<file path="src/core/pcrs_regs.vh">
// Notes on behaviour
// - Peripheral rate bits matter only while the core double-speed bit is set.
// - In double-speed mode, peripheral bit clear gives 6 periods, set gives 12.
// - UART rate bit applies only to serial modes 0 and 2.
// - Core bit clear: CPU and all peripherals use 12 periods per cycle.
// - Core bit set: CPU uses 6 periods, peripheral bits become active.
// - After power-up the core bit loads from the security configuration byte.
// - Core register resets to zero above bit 0; bit 0 from security byte.
// - SPI register at AFh holds the SPI rate bit in bit 0.
// - SPI rate bit resets to zero; reserved bits always read back as zero.
// - Core bit changes take effect only on rising edge of oscillator divided by two.
// - Core register at 8Fh: bit 0 core, bits 4..1 UART, timer2, timer1, timer0.
`ifndef PCRS_REGS_VH
`define PCRS_REGS_VH
// ----------------------------------------
// Register addresses
// ----------------------------------------
`define PCRS_CORE_ADDR      8'h8F
`define PCRS_SPI_ADDR       8'hAF
// ----------------------------------------
// Field positions
// ----------------------------------------
`define PCRS_BIT_CORE       0
`define PCRS_BIT_TIMER0     1
`define PCRS_BIT_TIMER1     2
`define PCRS_BIT_TIMER2     3
`define PCRS_BIT_UART       4
`define PCRS_BIT_SPI        0
`define PCRS_CORE_MASK      8'h1F
`define PCRS_SPI_MASK       8'h01
// ----------------------------------------
// Reset values and timing
// ----------------------------------------
`define PCRS_CORE_RST       8'h00
`define PCRS_SPI_RST        8'h00
`define PCRS_PER_SLOW       4'hC
`define PCRS_PER_FAST       4'h6
`define PCRS_PH_MAX         4'hB
`endif

</file>
<file path="src/core/pcrs_rate_div.v">
`timescale 1ns/1ps
`include "pcrs_regs.vh"
// Free-running divider: one-cycle tick every 6 or 12 oscillator clocks
module pcrs_rate_div (
  input  wire       mclk,      // oscillator clock
  input  wire       reset,     // async reset, active high
  input  wire       fast,      // 1: 6 periods, 0: 12 periods
  output reg        tick       // one pulse per peripheral cycle
);
  reg [3:0] cnt_reg;
  wire [3:0] last = fast ? (`PCRS_PER_FAST - 4'h1) : `PCRS_PH_MAX;

  // Wrap at or above the end so a switch to fast mid-count cannot overrun
  always @(posedge mclk or posedge reset)
  begin
    if (reset)
    begin
      cnt_reg <= 4'h0;
      tick    <= 1'b0;
    end
    else if (cnt_reg >= last)
    begin
      cnt_reg <= 4'h0;
      tick    <= 1'b1;
    end
    else
    begin
      cnt_reg <= cnt_reg + 4'h1;
      tick    <= 1'b0;
    end
  end
endmodule // pcrs_rate_div

</file>
<file path="src/core/pcrs_clock_select.v">
`timescale 1ns/1ps
`include "pcrs_regs.vh"
module pcrs_clock_select (
  input  wire       mclk,               // oscillator clock
  input  wire       reset,              // async reset, active high
  input  wire [7:0] sfr_addr,           // special-function address
  input  wire [7:0] sfr_wdata,          // write data
  input  wire       sfr_wr,             // write strobe
  input  wire       sfr_rd,             // read strobe
  input  wire [1:0] uart_mode,          // serial port mode
  input  wire       security_config_byte, // core bit of security byte
  output reg  [7:0] sfr_rdata,          // read data, registered
  output reg        sfr_rd_hit,         // read addressed this block
  output reg        double_speed_core,  // applied core bit
  output reg        cpu_tick,           // machine-cycle pulse
  output reg        timer0_tick,        // timer 0 cycle pulse
  output reg        timer1_tick,        // timer 1 cycle pulse
  output reg        timer2_tick,        // timer 2 cycle pulse
  output reg        uart_tick,          // UART cycle pulse
  output reg        spi_tick            // SPI cycle pulse
);
  reg  [4:0] core_clock_rate_control_reg;
  reg        spi_clock_rate_control_reg;
  reg        strap_done_reg;
  reg        half_reg;
  wire       req_core = core_clock_rate_control_reg[`PCRS_BIT_CORE];

  // ----------------------------------------
  // Local constants
  // ----------------------------------------
  // Full-width copies, so the narrow fields are cut on purpose
  localparam [7:0] CORE_RST_FULL   = `PCRS_CORE_RST;
  localparam [7:0] SPI_RST_FULL    = `PCRS_SPI_RST;
  localparam [4:0] CORE_RST        = CORE_RST_FULL[4:0];
  localparam [0:0] SPI_RST         = SPI_RST_FULL[`PCRS_BIT_SPI];
  localparam [1:0] UART_SYNC_MODE  = 2'h0;
  localparam [1:0] UART_FIXED_MODE = 2'h2;

  // ----------------------------------------
  // Address and mode decode
  // ----------------------------------------
  // Shared by the write and read paths so the map cannot drift apart
  function is_core_addr;
    input [7:0] addr;
    begin
      is_core_addr = (addr == `PCRS_CORE_ADDR);
    end
  endfunction

  function is_spi_addr;
    input [7:0] addr;
    begin
      is_spi_addr = (addr == `PCRS_SPI_ADDR);
    end
  endfunction

  function uart_bit_valid;
    input [1:0] mode;
    begin
      uart_bit_valid = (mode == UART_SYNC_MODE) || (mode == UART_FIXED_MODE);
    end
  endfunction

  // ----------------------------------------
  // Access strobes
  // ----------------------------------------
  // Decoded once; the strap edge still overrides a core write
  wire       wr_core = sfr_wr & is_core_addr(sfr_addr);
  wire       wr_spi  = sfr_wr & is_spi_addr(sfr_addr);
  wire       rd_core = sfr_rd & is_core_addr(sfr_addr);
  wire       rd_spi  = sfr_rd & is_spi_addr(sfr_addr);

  // ----------------------------------------
  // Field taps
  // ----------------------------------------
  // Named once, so the decode below reads by peripheral, not by bit
  wire       t0_sel  = core_clock_rate_control_reg[`PCRS_BIT_TIMER0];
  wire       t1_sel  = core_clock_rate_control_reg[`PCRS_BIT_TIMER1];
  wire       t2_sel  = core_clock_rate_control_reg[`PCRS_BIT_TIMER2];
  wire       ua_sel  = core_clock_rate_control_reg[`PCRS_BIT_UART];
  wire       sp_sel  = spi_clock_rate_control_reg;

  // ----------------------------------------
  // Per-peripheral speed decode
  // ----------------------------------------
  function fast_sel;
    input core;
    input sel;
    begin
      fast_sel = core & ~sel;
    end
  endfunction

  wire cpu_fast = double_speed_core;
  wire t0_fast  = fast_sel(double_speed_core, t0_sel);
  wire t1_fast  = fast_sel(double_speed_core, t1_sel);
  wire t2_fast  = fast_sel(double_speed_core, t2_sel);
  // Modes 1 and 3 follow the core rate only
  wire uart_m02 = uart_bit_valid(uart_mode);
  wire u_fast   = uart_m02 ? fast_sel(double_speed_core, ua_sel) : double_speed_core;
  wire s_fast   = fast_sel(double_speed_core, sp_sel);

  // ----------------------------------------
  // Register file
  // ----------------------------------------
  // Strap caught by the clock after release, never by the reset itself
  always @(posedge mclk or posedge reset)
  begin
    if (reset)
      strap_done_reg <= 1'h0;
    else
      strap_done_reg <= 1'h1;
  end

  // Strap edge wins over a write; that write is dropped, not deferred
  always @(posedge mclk or posedge reset)
  begin
    if (reset)
      core_clock_rate_control_reg <= CORE_RST;
    else if (!strap_done_reg)
      core_clock_rate_control_reg[`PCRS_BIT_CORE] <= security_config_byte;
    else if (wr_core)
      core_clock_rate_control_reg <= sfr_wdata[4:0];
  end

  always @(posedge mclk or posedge reset)
  begin
    if (reset)
      spi_clock_rate_control_reg <= SPI_RST;
    else if (wr_spi)
      spi_clock_rate_control_reg <= sfr_wdata[`PCRS_BIT_SPI];
  end

  // ----------------------------------------
  // Read path
  // ----------------------------------------
  reg  [7:0] rdata_next;
  reg        rd_hit_next;

  // Reserved bits masked, so they read back as zero whatever was written
  always @*
  begin
    rdata_next  = 8'h00;
    rd_hit_next = 1'h0;
    if (rd_core)
    begin
      rdata_next  = {3'h0, core_clock_rate_control_reg} & `PCRS_CORE_MASK;
      rd_hit_next = 1'h1;
    end
    else if (rd_spi)
    begin
      rdata_next  = {7'h00, spi_clock_rate_control_reg} & `PCRS_SPI_MASK;
      rd_hit_next = 1'h1;
    end
  end

  // Data stands for one cycle, then falls back to zero
  always @(posedge mclk or posedge reset)
  begin
    if (reset)
    begin
      sfr_rdata  <= 8'h00;
      sfr_rd_hit <= 1'h0;
    end
    else
    begin
      sfr_rdata  <= rdata_next;
      sfr_rd_hit <= rd_hit_next;
    end
  end

  // ----------------------------------------
  // Glitch-free core switch
  // ----------------------------------------
  // Phase flop marks the rising edge of the half-rate clock
  always @(posedge mclk or posedge reset)
  begin
    if (reset)
      half_reg <= 1'h0;
    else
      half_reg <= ~half_reg;
  end

  wire       apply_edge = ~half_reg;

  // Switching only there keeps a half-rate period from being cut short
  always @(posedge mclk or posedge reset)
  begin
    if (reset)
      double_speed_core <= 1'h0;
    else if (apply_edge)
      double_speed_core <= req_core;
  end

  // ----------------------------------------
  // Dividers
  // ----------------------------------------
  wire cpu_w;
  wire t0_w;
  wire t1_w;
  wire t2_w;
  wire u_w;
  wire s_w;

  // One divider per consumer, so each switches rate on its own count
  pcrs_rate_div u_cpu
  (
    .mclk  (mclk),
    .reset (reset),
    .fast  (cpu_fast),
    .tick  (cpu_w)
  );

  pcrs_rate_div u_t0
  (
    .mclk  (mclk),
    .reset (reset),
    .fast  (t0_fast),
    .tick  (t0_w)
  );

  pcrs_rate_div u_t1
  (
    .mclk  (mclk),
    .reset (reset),
    .fast  (t1_fast),
    .tick  (t1_w)
  );

  pcrs_rate_div u_t2
  (
    .mclk  (mclk),
    .reset (reset),
    .fast  (t2_fast),
    .tick  (t2_w)
  );

  pcrs_rate_div u_ua
  (
    .mclk  (mclk),
    .reset (reset),
    .fast  (u_fast),
    .tick  (u_w)
  );

  pcrs_rate_div u_spi
  (
    .mclk  (mclk),
    .reset (reset),
    .fast  (s_fast),
    .tick  (s_w)
  );

  // ----------------------------------------
  // Output flops
  // ----------------------------------------
  // Each pulse leaves its own flop, so no consumer sees a decode glitch
  always @(posedge mclk or posedge reset)
  begin
    if (reset)
      cpu_tick <= 1'h0;
    else
      cpu_tick <= cpu_w;
  end

  always @(posedge mclk or posedge reset)
  begin
    if (reset)
      timer0_tick <= 1'h0;
    else
      timer0_tick <= t0_w;
  end

  always @(posedge mclk or posedge reset)
  begin
    if (reset)
      timer1_tick <= 1'h0;
    else
      timer1_tick <= t1_w;
  end

  always @(posedge mclk or posedge reset)
  begin
    if (reset)
      timer2_tick <= 1'h0;
    else
      timer2_tick <= t2_w;
  end

  always @(posedge mclk or posedge reset)
  begin
    if (reset)
      uart_tick <= 1'h0;
    else
      uart_tick <= u_w;
  end

  always @(posedge mclk or posedge reset)
  begin
    if (reset)
      spi_tick <= 1'h0;
    else
      spi_tick <= s_w;
  end
endmodule // pcrs_clock_select

</file>
<file path="config.mk">
export PLATFORM = sky130hd
export DESIGN_NAME = pcrs_clock_select
export DESIGN_NICKNAME = d
export VERILOG_FILES = /design/src/core/pcrs_rate_div.v /design/src/core/pcrs_clock_select.v
export VERILOG_INCLUDE_DIRS = /design/src /design/src/core
export SDC_FILE = /design/constraint.sdc
export NUM_CORES = 1
export LEC_CHECK = 0
export ABC_AREA = 1
export BUFFER_PORTS_ARGS = -buffer_cell sky130_fd_sc_hd__buf_4
export CAP_MARGIN = 20
export CORE_AREA = 5 5 77 79
export CTS_BUF_LIST = sky130_fd_sc_hd__clkbuf_4 sky130_fd_sc_hd__clkbuf_8 sky130_fd_sc_hd__clkbuf_16
export CTS_CLUSTER_DIAMETER = 30
export DETAILED_ROUTE_END_ITERATION = 6
export DIE_AREA = 0 0 82 84
export PLACE_DENSITY_LB_ADDON = 0.2
export SYNTH_ARGS = -nofsm -noshare
export SYNTH_HDL_FRONTEND = slang
export SYNTH_HIERARCHICAL = 1
export SYNTH_SLANG_ARGS = --single-unit
</file>
<file path="constraint.sdc">
create_clock -name mclk -period 1.6 [get_ports mclk]
set_clock_uncertainty 0.2 [all_clocks]
set_input_delay 0.08 -clock mclk [delete_from_list [all_inputs] [get_ports mclk]]
set_output_delay 0.08 -clock mclk [all_outputs]
set_load 0.005 [all_outputs]
</file>
==> summary.md <==
| Metric | Value |
|---|---|
| Drt via density | ~4.7 |
| Final WS setup | -0.0540 ns |
| Post-synth ARST share | 1.00 |
| Total track usage | 0.154 |
| Most used DFF post-synth | dfrtp_1 |
| CTS buffer count | 5 |
| Top achievable clock speed | about 600 MHz |
| H-tree depth | 2 |
| Synthesis Warnings | 6 |
| Die H | approximately 84 um |
| Largest net degree at the start of global routing | 19 |
| Worst Path Class, Setup | flip-flop to flip-flop |
| Initial Utilization | 0.477 |
| Num rows | 27 |
| Io pins | 39 |
| CP Launch Type | flip-flop |
| Share of layout cells above drive strength 1 | 0.348 |
| Cell area after synthesis | about 2500 um^2 |
| Die X | slightly above 80 um |
| Failing checks | setup timing |
| Routed len/inst | ~12 um |
| Clk root buf | clkbuf_8 |
| Slew Limit Fails | 0 |
| First-pass GRT wire length | slightly above 8 mm |
| Post-synthesis cell count | 278 |
| Worst-path clk slew | 0.09 ns |
| Placed cell count | 383 |
| Initial DRC count | 74 |
| Final TNS setup | -0.632 ns |
| PD cells | approximately 1400 nW/um^2 |
| Die area | roughly 6900 um^2 |
| Status | complete, but fails checks |
| Clock sinks | between 50 and 60 |
| Flop pwr share | 0.433 |
| Max cap viols | 0 |
| N_diodes | 0 |
| WP data required | about 1.7 ns |
| EDFF count, synth | 0 |
| Count of final hold-check violations | 0 |
| Unique cell type count in the Yosys netlist | 22 |
| Final WL | just under 5 mm |
| Final ANT Viol Nets | 0 |
| Net switching power figure | 1.87 mW |
| Vias in the first global route | roughly 1900 |
| Crit end category | flip-flop |
| Worst Path Max Fanout | 6 |
| GRT Residual Overflow | 0 |
| Sequential element share of the synthesized area | 0.507 |
| Via count | just under 2000 |
| Top-area cell type share of the netlist area | 0.507 |
| Largest area contributor in the netlist | dfrtp_1 |
| Area growth syn-to-layout | 37.2% |
| Combinational cell fraction of total power | 0.393 |
| Clock Tree Buf Depth | 2 |
| Leak | between 1.5 and 2 nW |
| Top-count cell post-synth | nand2_1 |
| Final period demand of the worst path | around 1.7 ns |
| Final Cycle Share | 1.03 |
| Average size of a mapped cell | between 9 and 10 um^2 |
| Skew-Pair Late Insertion Delay | 0.30 ns |
| First-pass iteration count of the detailed router | 5 |
| Ranking of synthesized cells by area | dfrtp_1 51%, ha_1 12%, nand2_1 8.4% |
| Internal Power | around 3.1 mW |
| RSZ-0062 raised after global routing | true |
| HP Class | primary input to flip-flop |
| Core area | 5270 um^2 |
| Dpl hpwl | 3.24 mm |
| Initial antenna violation count | 0 |
| Post-synthesis sequential element count | 51 |
| Final Setup Violations | 25 |
| CTS tree | done |
| Routability cong. | 0.801 |
| Worst-case vdd ir drop | between 0.7 and 0.8 mV |
| Port Buffers | 31 |
| DRC | 0 |
| Switch share | 0.373 |
| # nets final | approximately 390 |
| Clock power frac | 0.174 |
| Post-synth top cells | 56 x nand2_1, 51 x dfrtp_1, 50 x inv_1, 30 x nor2_1, 24 x ha_1 |
| Worst EP arrival | ~1.7 ns |
| Fin cells | just over 400 |
[power groups by stage]
stage          clock network [mW]  logic, mW  registers (mW)
2_1_floorplan                   0       1.16            2.04
3_3_place_gp                    0       1.44            2.12
3_5_place_dp                    0       1.50            2.13
4_1_cts                     0.895       1.55            2.11
5_1_grt                     0.964       2.29            2.23
6_report                    0.867       1.97            2.17
[kinds of logic after synthesis]
logic type,after synthesis,share of synthesized area
AND/OR/NAND/NOR,131,0.245
AO/OA/AOI/OAI,7,0.0139
adder cells (fa/ha/maj),24,0.119
other,2,0.00298
flip-flops,51,0.507
XOR/XNOR,6,0.0209
buffers and inverters,57,0.0910
[per-layer routing]
metal / part of all wire / global-route usage / vias up
li1: - / - / 977
met1: 0.43 / 0.182 / 912
met2: 0.52 / 0.265 / 33
met3: 0.029 / 0.0367 / 9
met4: 0.013 / 0.0544 / 0
met5: 0 / 0 / -
[through the flow]
stage | setup slack, ns | total power, mW | cell area [um^2] | util | hold WS (ns)
final | -0.0540 | 5.00 | 3450 | 0.655 | 0.0138
after global routing | -0.153 | 5.48 | 3450 | 0.655 | 0.0405
after CTS | -0.0197 | 4.55 | 3200 | 0.607 | 0.00462
after detailed placement | -0.0792 | 3.63 | 2850 | 0.541 | -0.169
after global placement | -0.0401 | 3.56 | 2850 | 0.541 | -0.170
after floorplan | 0.00445 | 3.20 | 2520 | - | -0.341
[critical path: stages (launching register included)]
cell	delay (ns)
dfrtp_1	0.41
clkinv_4	0.14
nor2_4	0.17
ha_1	0.28
a21oi_2	0.19
nand2_4	0.10
nor2_2	0.10
[path summary, 6_finish.rpt]
kind	from	end	slack [ns]	cells past startpoint
max	double_speed_core	u_t0/cnt_reg[0]	-0.05	6
max reg2reg	double_speed_core	u_t0/cnt_reg[0]	-0.05	6
min reg2reg	u_cpu/tick	cpu_tick	0.15	0
max in group asynchronous	reset	timer1_tick	0.70	4
min in group asynchronous	reset	uart_tick	0.05	3
min	sfr_addr[2]	sfr_rd_hit	0.01	5
[timing repair]
action / 4_1_cts / 5_1_grt
hold buffers: 22 / 0
hold endpoints to repair: 63 / 0
resized for setup: 9 / 55
setup buffers: 0 / 2
pin swaps: 0 / 37
setup endpoints to repair: 25 / 30
[area by class of cell]
| cell class | instances | area [um^2] |
|---|---|---|
| clock buffer | 5 | 68.8 |
| tap | 72 | 90.1 |
| sequential | 51 | 1280 |
| timing repair buffer | 60 | 509 |
| fill | 432 | 1820 |
| clock inverter | 2 | 37.5 |
| inverter | 52 | 201 |
| multi-input combinational | 172 | 1270 |
[cell usage in the layout (no fill, tap or decap), drive strengths merged]
master       count
a21oi            6
buf             38
bufinv           1
clkbuf           5
clkinv           2
clkinvlp         1
conb             4
dfrtp           51
dlygate4sd3     22
ha              24
inv             50
nand2           66
nand3           11
nand4           14
nor2            39
nor3             1
o21ai            1
xnor2            6
Power figures use the tool's default switching activity.
